File: src/mesc_regs.vh
// Purpose: Offsets, field widths and limits of the error statistics counter block.
// Assumes: Word-aligned byte addresses on a plain register port, 8-bit address.
// Notes: Counter offsets and the control registers are local choices.
`ifndef MESC_REGS_VH
`define MESC_REGS_VH
`define MESC_ADDR_W 8
`define MESC_OFS_CARRIER 8'h00
`define MESC_OFS_RESOURCE 8'h04
`define MESC_OFS_OVERRUN 8'h08
`define MESC_OFS_SYMBOL 8'h0c
`define MESC_OFS_OVERLONG 8'h10
`define MESC_OFS_JABBER 8'h14
`define MESC_OFS_UNDERSIZE 8'h18
`define MESC_OFS_SQE 8'h1c
`define MESC_OFS_LENMIS 8'h20
`define MESC_OFS_CONFIG 8'h24
`define MESC_OFS_STATUS 8'h28
`define MESC_OFS_MASK 8'h2c
`define MESC_CFG_FULL_DUPLEX 0
`define MESC_CFG_BIG_FRAMES 8
`define MESC_CFG_LEN_CHECK 16
`define MESC_NUM_EVENTS 9
`define MESC_MIN_LEN 14'h0040
`define MESC_MAX_LEN 14'h05ee
`define MESC_MAX_LEN_BIG 14'h0600
`define MESC_TYPE_ID_MIN 16'h0600
`define MESC_BIT_TIME_NS 10
`define MESC_SQE_BITS 96
`define MESC_CLK_NS 10
`define MESC_SQE_CYCLES ((`MESC_SQE_BITS * `MESC_BIT_TIME_NS) / `MESC_CLK_NS)
`endif

File: src/mesc_counter.v
// Purpose: One saturating statistics counter with software load.
// Assumes: Increment is a one-cycle pulse.
// Notes: A software write takes priority over an increment in the same cycle.
`default_nettype none
module mesc_counter #(
  parameter WIDTH = 8
) (
  input wire clk_in,
  input wire rst_in,
  input wire inc_in,
  input wire load_in,
  input wire [WIDTH-1:0] load_value_in,
  output reg [WIDTH-1:0] count_out
);
  always @(posedge clk_in or posedge rst_in) begin
    if (rst_in) begin
      count_out <= {WIDTH{1'b0}};
    end else if (load_in) begin
      count_out <= load_value_in;
    end else if (inc_in && (count_out != {WIDTH{1'b1}})) begin
      count_out <= count_out + {{(WIDTH-1){1'b0}}, 1'b1};
    end
  end
endmodule // mesc_counter
`default_nettype wire

File: src/mesc_sqe_watch.v
// Purpose: Watches for col after the end of tx_en in half duplex.
// Assumes: Inputs are synchronous to the clock.
// Notes: Emits a one-cycle pulse when the window closes without col.
`default_nettype none
`include "mesc_regs.vh"
module mesc_sqe_watch (
  input wire clk_in,
  input wire rst_in,
  input wire half_duplex_in,
  input wire tx_en_in,
  input wire col_in,
  output reg sqe_error_out
);
  reg tx_en_prev;
  reg armed;
  reg [15:0] wait_count;
  always @(posedge clk_in or posedge rst_in) begin
    if (rst_in) begin
      tx_en_prev <= 1'b0;
      armed <= 1'b0;
      wait_count <= 16'h0000;
      sqe_error_out <= 1'b0;
    end else begin
      tx_en_prev <= tx_en_in;
      sqe_error_out <= 1'b0;
      if (tx_en_prev && !tx_en_in && half_duplex_in) begin
        armed <= 1'b1;
        wait_count <= 16'h0000;
      end else if (armed) begin
        if (col_in || !half_duplex_in || tx_en_in) begin
          armed <= 1'b0;
        end else if (wait_count == (`MESC_SQE_CYCLES - 1)) begin
          armed <= 1'b0;
          sqe_error_out <= 1'b1;
        end else begin
          wait_count <= wait_count + 16'h0001;
        end
      end
    end
  end
endmodule // mesc_sqe_watch
`default_nettype wire

File: src/mesc_stats.v
// Summary of operation
// - Count transmit frames losing carrier sense.
// - Carrier sense errors counted only in half duplex.
// - Carrier sense error affects no other counter.
// - Count address-matched frames lacking receive buffer.
// - Count address-recognised frames lost to overrun.
// - Count received frames with rx_er asserted.
// - Valid-length symbol errors also flag FCS/alignment.
// - Overlong symbol-error frames also count as jabber.
// - Count clean frames above maximum length.
// - Count overlong frames with CRC/alignment/symbol errors.
// - Count clean frames shorter than 64 bytes.
// - Count missing col 96 bit times after tx_en.
// - Count frames shorter than their length field.
// - Length check only with configuration bit 16.
// - Type IDs and overlong frames skip length check.
// - Counters readable and writable; upper bits zero.
//
// Purpose: Error statistics counters of an Ethernet MAC with a register port.
// Assumes: Frame results arrive as one-cycle end-of-frame strobes with attributes.
// Notes: Read data appear the cycle after the read strobe.
`default_nettype none
`include "mesc_regs.vh"
module mesc_stats (
  input wire clk_in,
  input wire rst_in,
  input wire [7:0] addr_in,
  input wire [31:0] wdata_in,
  input wire wr_in,
  input wire rd_in,
  output reg [31:0] rdata_out,
  output reg irq_out,
  output reg fcs_align_error_out,
  input wire tx_done_in,
  input wire tx_collision_in,
  input wire tx_underrun_in,
  input wire tx_en_in,
  input wire crs_in,
  input wire col_in,
  input wire rx_er_in,
  input wire rx_done_in,
  input wire rx_addr_match_in,
  input wire rx_no_buffer_in,
  input wire rx_overrun_in,
  input wire rx_crc_error_in,
  input wire rx_align_error_in,
  input wire [13:0] rx_length_in,
  input wire [15:0] rx_length_field_in
);
  // ---------------------------------------------------------------
  // Control registers
  // ---------------------------------------------------------------
  reg [31:0] config_reg;
  reg [8:0] status;
  reg [8:0] mask;
  wire half_duplex = ~config_reg[`MESC_CFG_FULL_DUPLEX];
  wire big_frames = config_reg[`MESC_CFG_BIG_FRAMES];
  wire len_check = config_reg[`MESC_CFG_LEN_CHECK];

  // ---------------------------------------------------------------
  // Transmit carrier tracking
  // ---------------------------------------------------------------
  reg tx_active;
  reg crs_seen;
  reg crs_lost;
  reg rx_er_seen;
  always @(posedge clk_in or posedge rst_in) begin
    if (rst_in) begin
      tx_active <= 1'b0;
      crs_seen <= 1'b0;
      crs_lost <= 1'b0;
    end else if (tx_en_in && !tx_active) begin
      tx_active <= 1'b1;
      crs_seen <= crs_in;
      crs_lost <= 1'b0;
    end else if (tx_active) begin
      if (crs_in) begin
        crs_seen <= 1'b1;
      end
      if (crs_seen && !crs_in) begin
        crs_lost <= 1'b1;
      end
      if (tx_done_in) begin
        tx_active <= 1'b0;
      end
    end
  end

  // Receive symbol error seen during the frame, cleared at frame end.
  always @(posedge clk_in or posedge rst_in) begin
    if (rst_in) begin
      rx_er_seen <= 1'b0;
    end else if (rx_done_in) begin
      rx_er_seen <= 1'b0;
    end else if (rx_er_in) begin
      rx_er_seen <= 1'b1;
    end
  end

  // ---------------------------------------------------------------
  // Frame classification
  // ---------------------------------------------------------------
  wire [13:0] max_len = big_frames ? `MESC_MAX_LEN_BIG : `MESC_MAX_LEN;
  wire symbol_err = rx_er_seen | rx_er_in;
  wire too_long = rx_length_in > max_len;
  wire too_short = rx_length_in < `MESC_MIN_LEN;
  wire any_err = rx_crc_error_in | rx_align_error_in | symbol_err;
  wire is_type = rx_length_field_in >= `MESC_TYPE_ID_MIN;
  wire [8:0] ev;
  wire sqe_pulse;
  // Carrier sense error touches only its own counter.
  assign ev[0] = tx_done_in & half_duplex & ~tx_collision_in & ~tx_underrun_in &
                 (~crs_seen | crs_lost);
  assign ev[1] = rx_done_in & rx_addr_match_in & rx_no_buffer_in;
  assign ev[2] = rx_done_in & rx_addr_match_in & rx_overrun_in;
  assign ev[3] = rx_done_in & symbol_err;
  assign ev[4] = rx_done_in & too_long & ~any_err;
  assign ev[5] = rx_done_in & too_long & any_err;
  assign ev[6] = rx_done_in & too_short & ~any_err;
  assign ev[7] = sqe_pulse;
  assign ev[8] = rx_done_in & len_check & ~is_type & ~too_long &
                 ({2'b00, rx_length_in} < rx_length_field_in);

  mesc_sqe_watch u_sqe (
    .clk_in(clk_in),
    .rst_in(rst_in),
    .half_duplex_in(half_duplex),
    .tx_en_in(tx_en_in),
    .col_in(col_in),
    .sqe_error_out(sqe_pulse)
  );

  // Symbol error on a valid-length frame goes to the FCS/alignment counters.
  always @(posedge clk_in or posedge rst_in) begin
    if (rst_in) begin
      fcs_align_error_out <= 1'b0;
    end else begin
      fcs_align_error_out <= rx_done_in & symbol_err & ~too_short & ~too_long;
    end
  end

  // ---------------------------------------------------------------
  // Counters
  // ---------------------------------------------------------------
  wire [8:0] load;
  wire [7:0] cnt [0:8];
  wire [15:0] resource_count;
  assign load[0] = wr_in && (addr_in == `MESC_OFS_CARRIER);
  assign load[1] = wr_in && (addr_in == `MESC_OFS_RESOURCE);
  assign load[2] = wr_in && (addr_in == `MESC_OFS_OVERRUN);
  assign load[3] = wr_in && (addr_in == `MESC_OFS_SYMBOL);
  assign load[4] = wr_in && (addr_in == `MESC_OFS_OVERLONG);
  assign load[5] = wr_in && (addr_in == `MESC_OFS_JABBER);
  assign load[6] = wr_in && (addr_in == `MESC_OFS_UNDERSIZE);
  assign load[7] = wr_in && (addr_in == `MESC_OFS_SQE);
  assign load[8] = wr_in && (addr_in == `MESC_OFS_LENMIS);

  mesc_counter #(.WIDTH(16)) u_resource (
    .clk_in(clk_in),
    .rst_in(rst_in),
    .inc_in(ev[1]),
    .load_in(load[1]),
    .load_value_in(wdata_in[15:0]),
    .count_out(resource_count)
  );
  assign cnt[1] = 8'h00;

  genvar gi;
  generate
    for (gi = 0; gi < `MESC_NUM_EVENTS; gi = gi + 1) begin : g_cnt
      if (gi != 1) begin : g_byte
        mesc_counter #(.WIDTH(8)) u_count (
          .clk_in(clk_in),
          .rst_in(rst_in),
          .inc_in(ev[gi]),
          .load_in(load[gi]),
          .load_value_in(wdata_in[7:0]),
          .count_out(cnt[gi])
        );
      end
    end
  endgenerate

  // ---------------------------------------------------------------
  // Control, status, interrupt and read port
  // ---------------------------------------------------------------
  always @(posedge clk_in or posedge rst_in) begin
    if (rst_in) begin
      config_reg <= 32'h00000000;
      mask <= 9'h000;
      status <= 9'h000;
      irq_out <= 1'b0;
    end else begin
      if (wr_in && (addr_in == `MESC_OFS_CONFIG)) begin
        config_reg <= wdata_in & 32'h00010101;
      end
      if (wr_in && (addr_in == `MESC_OFS_MASK)) begin
        mask <= wdata_in[8:0];
      end
      // A new event wins over a clear in the same cycle.
      if (wr_in && (addr_in == `MESC_OFS_STATUS)) begin
        status <= (status & ~wdata_in[8:0]) | ev;
      end else begin
        status <= status | ev;
      end
      irq_out <= |(status & mask);
    end
  end

  reg [31:0] next_rdata;
  always @* begin
    next_rdata = 32'h00000000;
    case (addr_in)
      `MESC_OFS_CARRIER: next_rdata = {24'h000000, cnt[0]};
      `MESC_OFS_RESOURCE: next_rdata = {16'h0000, resource_count};
      `MESC_OFS_OVERRUN: next_rdata = {24'h000000, cnt[2]};
      `MESC_OFS_SYMBOL: next_rdata = {24'h000000, cnt[3]};
      `MESC_OFS_OVERLONG: next_rdata = {24'h000000, cnt[4]};
      `MESC_OFS_JABBER: next_rdata = {24'h000000, cnt[5]};
      `MESC_OFS_UNDERSIZE: next_rdata = {24'h000000, cnt[6]};
      `MESC_OFS_SQE: next_rdata = {24'h000000, cnt[7]};
      `MESC_OFS_LENMIS: next_rdata = {24'h000000, cnt[8]};
      `MESC_OFS_CONFIG: next_rdata = config_reg;
      `MESC_OFS_STATUS: next_rdata = {23'h000000, status};
      `MESC_OFS_MASK: next_rdata = {23'h000000, mask};
      default: next_rdata = 32'h00000000;
    endcase
  end

  always @(posedge clk_in or posedge rst_in) begin
    if (rst_in) begin
      rdata_out <= 32'h00000000;
    end else if (rd_in) begin
      rdata_out <= next_rdata;
    end else begin
      rdata_out <= 32'h00000000;
    end
  end
endmodule // mesc_stats
`default_nettype wire

File: config.mk
export PLATFORM = sky130hd
export DESIGN_NAME = mesc_stats
export DESIGN_NICKNAME = d
export VERILOG_FILES = /design/src/mesc_counter.v /design/src/mesc_sqe_watch.v /design/src/mesc_stats.v
export VERILOG_INCLUDE_DIRS = /design/src
export SDC_FILE = /design/constraint.sdc
export NUM_CORES = 1
export LEC_CHECK = 0
export ABC_CLOCK_PERIOD_IN_PS = 11900
export BUFFER_PORTS_ARGS = -buffer_cell sky130_fd_sc_hd__clkbuf_2
export CAP_MARGIN = 20
export CORE_AREA = 2 2 113 225
export DETAILED_ROUTE_END_ITERATION = 6
export DIE_AREA = 0 0 115 227
export PLACE_DENSITY = 0.52
export REMOVE_ABC_BUFFERS = 1
export SLEW_MARGIN = 0
export SYNTH_ARGS = -nofsm -noshare
export SYNTH_HDL_FRONTEND = slang
export SYNTH_SLANG_ARGS = --single-unit
File: constraint.sdc
create_clock -name clk_in -period 11.9 [get_ports clk_in]
set_input_delay 1.785 -clock clk_in [delete_from_list [all_inputs] [get_ports clk_in]]
set_output_delay 1.785 -clock clk_in [all_outputs]
set_load 0.02 [all_outputs]
# ---- Word-level counts from Yosys, hierarchy flattened
# Index checks and enable logic that the tools add are counted.
dict set report word_totals {
  in_bits 87
  register_bits 158
  out_inout_bits 34
}
dict set report classes {
  n_eq_ne 23
  bitwise_logic 36
  reduce_logical 49
  n_mux 45
  magnitude_cmp 4
  add_sub_neg 10
}
# op n
set ops {}
lappend ops {{17-bit case mux with 12 select lines} 1}
lappend ops {{8-bit two-way mux} 16}
lappend ops {{16-bit two-way mux} 6}
lappend ops {{8-bit by 1-bit adder with 8-bit output, second input constant} 8}
lappend ops {{8-bit != test, second input constant} 8}
lappend ops {{16-bit by 1-bit adder with 16-bit output, second input constant} 2}
lappend ops {{8-bit by 5-bit equality test with 1-bit output, second input constant} 4}
lappend ops {{8-bit by 6-bit equality test with 1-bit output, second input constant} 4}
lappend ops {{2-bit nonzero test} 14}
lappend ops {{1-bit logical AND} 25}
lappend ops {{1-bit AND} 19}
lappend ops {{1-bit two-way mux} 19}
lappend ops {{9-bit AND} 2}
lappend ops {{9-bit OR} 2}
lappend ops {{17-bit two-way mux} 1}
lappend ops {{16-bit by 7-bit equality test with 1-bit output, second input constant} 1}
lappend ops {{8-bit by 4-bit equality test with 1-bit output, second input constant} 2}
lappend ops {{16-bit by 11-bit greater-or-equal comparator with 1-bit output, second input constant} 1}
lappend ops {{14-bit by 16-bit less-than comparator with 1-bit output} 1}
lappend ops {{16-bit != test, second input constant} 1}
lappend ops {{14-bit by 11-bit greater-than comparator with 1-bit output} 1}
lappend ops {{14-bit by 7-bit less-than comparator with 1-bit output, second input constant} 1}
lappend ops {{10-bit two-way mux} 1}
lappend ops {{9-bit two-way mux} 1}
lappend ops {{11 further kinds} 26}

# ---- Longest topological paths before layout
dict set report depth {
  word_depth 8
  ltp_mapped 10
  mapped_depth_nobuf 9
}

# ---- By module
# From an unflattened synthesis, not the netlist that was laid out.
dict set report unflattened {
  hier_cells 1055
  hier_area_um2 9690.5
}
# module cells_each n_inst seq_area_each_um2 area_per_inst_um2
set by_module_without_submodules {}
lappend by_module_without_submodules {{mesc_counter at g_cnt[0].g_byte.u_count ...} 58 8 200.2 536.8}
lappend by_module_without_submodules {mesc_stats 351 1 1101.1 3261.9}
lappend by_module_without_submodules {mesc_sqe_watch 116 1 475.5 1087.3}
lappend by_module_without_submodules {{mesc_counter at u_resource} 124 1 400.4 1047.3}

# ---- Worst setup path after synthesis
# No wires, ideal clock.
dict set report synth_timing {
  path_type {input to register}
  startpoint {input port rx_length_in[5]}
  endpoint {register g_cnt[8].g_byte.u_count.count_out[5]}
  t_required_ns 11.823
  setup_slack_ns 7.751
  stages 9
  arrival_ns 4.072
  setup_ns 0.077
  cell_sequence {ha_1 and4b_4 a221oi_2 o221a_2 or4b_1 buf_2 or4_1 xor2_1 a21oi_1}
}
dict set report synth_via {
  elab_chain_cells 6
  word_cells_on_any_way 7
}
# element line_no
set synth_lines {}
lappend synth_lines {{from (decl)} mesc_stats.v:47} ;# input wire [13:0] rx_length_in,
lappend synth_lines {{14-bit by 11-bit greater-than comparator with 1-bit output} mesc_stats.v:105} ;# wire too_long = rx_length_in > max_len;
lappend synth_lines {{1-bit inverter} mesc_stats.v:121} ;# assign ev[8] = rx_done_in & len_check & ~is_type & ~too_long &
lappend synth_lines {{1-bit AND} mesc_stats.v:121}
lappend synth_lines {{1-bit AND (*)} mesc_stats.v:121}
lappend synth_lines {{1-bit logical AND (*)} mesc_counter.v:20} ;# end else if (inc_in && (count_out != {WIDTH{1'b1}})) begin
lappend synth_lines {{2-bit nonzero test (no source line) (*)} -}
lappend synth_lines {{to (signal assigned)} mesc_counter.v:17} ;# count_out <= {WIDTH{1'b0}};
lappend synth_lines {{to (signal assigned)} mesc_counter.v:19} ;# count_out <= load_value_in;
lappend synth_lines {{to (signal assigned)} mesc_counter.v:21} ;# count_out <= count_out + {{(WIDTH-1){1'b0}}, 1'b1};
lappend synth_lines {{to (decl)} mesc_counter.v:13} ;# output reg [WIDTH-1:0] count_out
# Mark *: on every way between the ends. The rest lies on a longest branch, timed or not.
# A chain may end at the register's enable or synchronous reset.

# ---- Final worst setup path
dict set report layout_timing {
  startpoint {input port addr_in[4]}
  endpoint {register status[5]}
}
dict set report layout_via {
  elab_chain_cells 3
}
# element line_no
set layout_lines {}
lappend layout_lines {{from (decl)} mesc_stats.v:27} ;# input wire [7:0] addr_in,
lappend layout_lines {{8-bit by 6-bit equality test with 1-bit output} -}
lappend layout_lines {{1-bit logical AND} mesc_stats.v:201} ;# if (wr_in && (addr_in == `MESC_OFS_STATUS)) begin
lappend layout_lines {{9-bit two-way mux} mesc_stats.v:201}
lappend layout_lines {{to (signal assigned)} mesc_stats.v:202} ;# status <= (status & ~wdata_in[8:0]) | ev;
lappend layout_lines {{to (signal assigned)} mesc_stats.v:204} ;# status <= status | ev;
lappend layout_lines {{to (decl)} mesc_stats.v:54} ;# reg [8:0] status;
# Every way passes these cells.

==> key figures <==
STA
  – Final hold viol count: 0
  – Setup TNS: 0 ns
  – Relative slew slack: 0.301
  – FMAX: 0.240 GHz
  – RSZ-0062 raised after global routing: no
  – Slew @ Worst Pin: 1.04 ns
  – Final Max Slew Viols: 0
  – Setup ws final: 7.74 ns
  – Post-layout min period: 4.16 ns
  – Final Setup Violations: 0
  – Clk_skew: 0.0106 ns
  – Crit share post-route: 0.350

Critical path
  – Arrival time worst endpoint: 4.44 ns
  – Crit Path Class: primary input to register
  – Startpoint Class: primary input
  – Worst Path Required: 12.18 ns
  – FF-to-FF Start: config_reg[8]$_DFFE_PP0P_
  – Crit-path max FO: 17
  – Reg2Reg Capture Point: g_cnt[8].g_byte.u_count.count_out[5]$_DFFE_PP0P_
  – R2R depth: 8
  – Crit. End Element: register
  – R2R setup slack: 8.67 ns

Clocking
  – Clk_lat worst skew: 0.44 ns
  – Hold-fix buffers, CTS: 0
  – Num CTS Buffers: 17
  – Resized Gates After CTS: 0
  – CTS root buf: clkbuf_16
  – Sink Count: 143
  – CTS tree: yes
  – H-tree Lvls: 4
  – CTS clk-pin slew, worst paths: 0.06 ns
  – Post-CTS Setup Inserts: 0
  – Clock buffer depth: 2

Min path
  – Hold Path Class: register to register
  – Hold endpoint: status[7]$_DFF_PP0_
  – Hold wc startpoint: u_sqe.sqe_error_out$_DFF_PP0_
  – Hold Crit Depth: 1

Floorplanning
  – Core ar.: 24300 µm²
  – Rows: 81
  – Die Ht: 227 µm
  – I/O pin total: 121
  – Die area: 26100 µm²
  – Initial Util: 0.347
  – Die width: 115 µm

Layout
  – Max reg flops: 64
  – Layout Nets: 1139
  – Top Registers: g_cnt.g_byte.u_count.count_out (64), rdata_out (17)
  – Final instance area: 9710 µm²
  – N_diodes: 0
  – Layout area overhead: 15.2%
  – Largest Register: g_cnt.g_byte.u_count.count_out
  – Layout cell share with drive strength beyond 1: 0.143

Synthesis
  – Most used DFF post-synth: dfrtp_1
  – Synth area leaders: dfrtp_1 (42%), nand2_1 (5.7%), ha_1 (4.6%), o21ai_0 (4.5%), xor2_1 (4.3%)
  – Yosys reg bits: 143
  – Post-Synth Simple-Gate Area: 0.211
  – Avg Synthesized Cell Area: 8.89 µm²
  – Largest family of logic cells by synthesized area: simple AND/OR/NAND/NOR gates
  – Post-synthesis xor/xnor area fraction: 0.0831
  – Post-synthesis mux area share: 0.0426
  – Synth top area share: 0.425
  – EDFF count, synth: 0
  – Synth Instances: 948
  – FFs w/ async S/R, synth: 1.00
  – Compound-Gate Fraction of Synth Area: 0.148
  – Post-synth cell types: 60
  – Seq/Total Area, Yosys: 0.425
  – YS warnings: 0
  – Area of the mapped netlist: 8430 µm²
  – Cell taking the most area after synthesis: dfrtp_1
  – Post-Synth Adder-Cell Area: 0.0460

Global routing
  – Largest net degree at the start of global routing: 89
  – Number of global-route vias before repair: 7178
  – Global-route wire length before repair: 40700 µm
  – Gr ovfl total: 0
  – Antenna violations before repair: 0
  – Total GRT Usage: 0.212

Power and ir drop
  – Overall Power: 1.46 mW
  – Leakage: 4.19 nW
  – Power Density: 150 nW/µm²
  – VDD IR max: 0.0866 mV

Route
  – Drt pass-1 iters: 5
  – Vias: 7231
  – ANT nets after route: 0
  – DR WL/cell: 20.0 µm
  – Via density: 5.46
  – Routed WL: 26500 µm
  – Iter 0 DRT Violations: 386
  – # DRC: 0

Outcome
  – Run status: completed

Placed design
  – # port buffers: 90
  – Half-perimeter wire length after placement: 19900 µm
  – DP Worst Slack: 7.28 ns
  – Routability congestion estimate: 0.905
  – Placed cell areas: 9070 µm²

Job
  – Number of max-cap violations: 0
## where the power goes
group	internal (mW)	switching [mW]
logic	0.105	0.122
registers	0.557	0.110
clock network	0.351	0.214
total	1.01	0.445
## cells in the mapped netlist (13+ instances only)
| master | instances |
|---|---|
| dfrtp_1 | 143 |
| nand2_1 | 129 |
| nor2_1 | 87 |
| o21ai_0 | 76 |
| nand3_1 | 51 |
| a21oi_1 | 47 |
| xor2_1 | 41 |
| clkbuf_1 | 40 |
| xnor2_1 | 39 |
| ha_1 | 31 |
| inv_1 | 30 |
| mux2i_1 | 19 |
| nor3_1 | 18 |
| and3_1 | 17 |
| a22oi_1 | 16 |
| buf_4 | 15 |
| mux2_2 | 15 |
| and2_1 | 14 |
| nand4_1 | 13 |
## per-stage QoR
stage	hold WS [ns]	utilization	instances
floorplan	0.422	-	906
global placement	0.453	0.373	1291
detailed placement	0.462	0.373	1291
CTS	0.479	0.398	1323
global route	0.497	0.399	1324
finish	0.472	0.399	1324
## layer usage
metal / up-vias / wire length, µm / GRT usage
met3: 72 / 1210 / 0.0421
met4: 0 / 1740 / 0.143
met2: 227 / 14300 / 0.388
met5: - / 0 / 0
met1: 3469 / 9240 / 0.210
li1: 3463 / - / -
## how the worst max path moves through the flow
| stage | cells past startpoint | slack [ns] | end | start |
|---|---|---|---|---|
| after floorplan | 1 | 6.28 | config_reg[0]$_DFFE_PP0P_ | rst_in |
| after global placement | 9 | 7.30 | g_cnt[8].g_byte.u_count.count_out[5]$_DFFE_PP0P_ | rx_length_in[5] |
| after detailed placement | 9 | 7.28 | g_cnt[8].g_byte.u_count.count_out[5]$_DFFE_PP0P_ | rx_length_in[5] |
| after CTS | 9 | 7.75 | g_cnt[8].g_byte.u_count.count_out[5]$_DFFE_PP0P_ | rx_length_in[5] |
| after global routing | 8 | 7.55 | status[5]$_DFF_PP0_ | addr_in[4] |
| final | 8 | 7.74 | status[5]$_DFF_PP0_ | addr_in[4] |
## kinds of logic after synthesis
| logic type | Yosys count |
|---|---|
| buf+inv | 86 |
| simple gates | 374 |
| other cells | 1 |
| mux | 34 |
| flops | 143 |
| compound gates | 199 |
| fa+ha+maj | 31 |
| xor+xnor | 80 |
## critical path: stages
cell      delay, ns
clkbuf_2       0.21
nor2b_1        0.49
and2_1         0.72
nand2_1        0.12
nor2_1         0.82
nand2_1        0.12
nand2_1        0.10
o21ai_0        0.08
## cell type report
class	instances	area, µm²
fillers	2511	14600
well taps	290	363
clock buffers	23	488
clock inverters	9	131
multi-input cells	733	4530
flip-flops and latches	143	3580
inverters	30	118
repair buffers	96	503
## cell usage in the layout (no fill, tap or decap), types with 6 or more instances in the layout
cell type / n
nand3_1: 51
and3_1: 17
or3_1: 6
a221oi_1: 7
mux2_2: 15
clkbuf_16: 17
nor4_1: 6
ha_1: 31
a21o_1: 6
inv_1: 29
clkbuf_2: 90
a22oi_1: 16
a22o_1: 12
a21oi_1: 47
xor2_1: 41
mux2i_1: 19
nor2_1: 86
xnor2_1: 39
o21ai_0: 76
and2_1: 14
nand4_1: 13
conb_1: 15
nand2_1: 129
nor3_1: 18
dfrtp_1: 143
No activity file was read; power rests on OpenSTA's default activity.
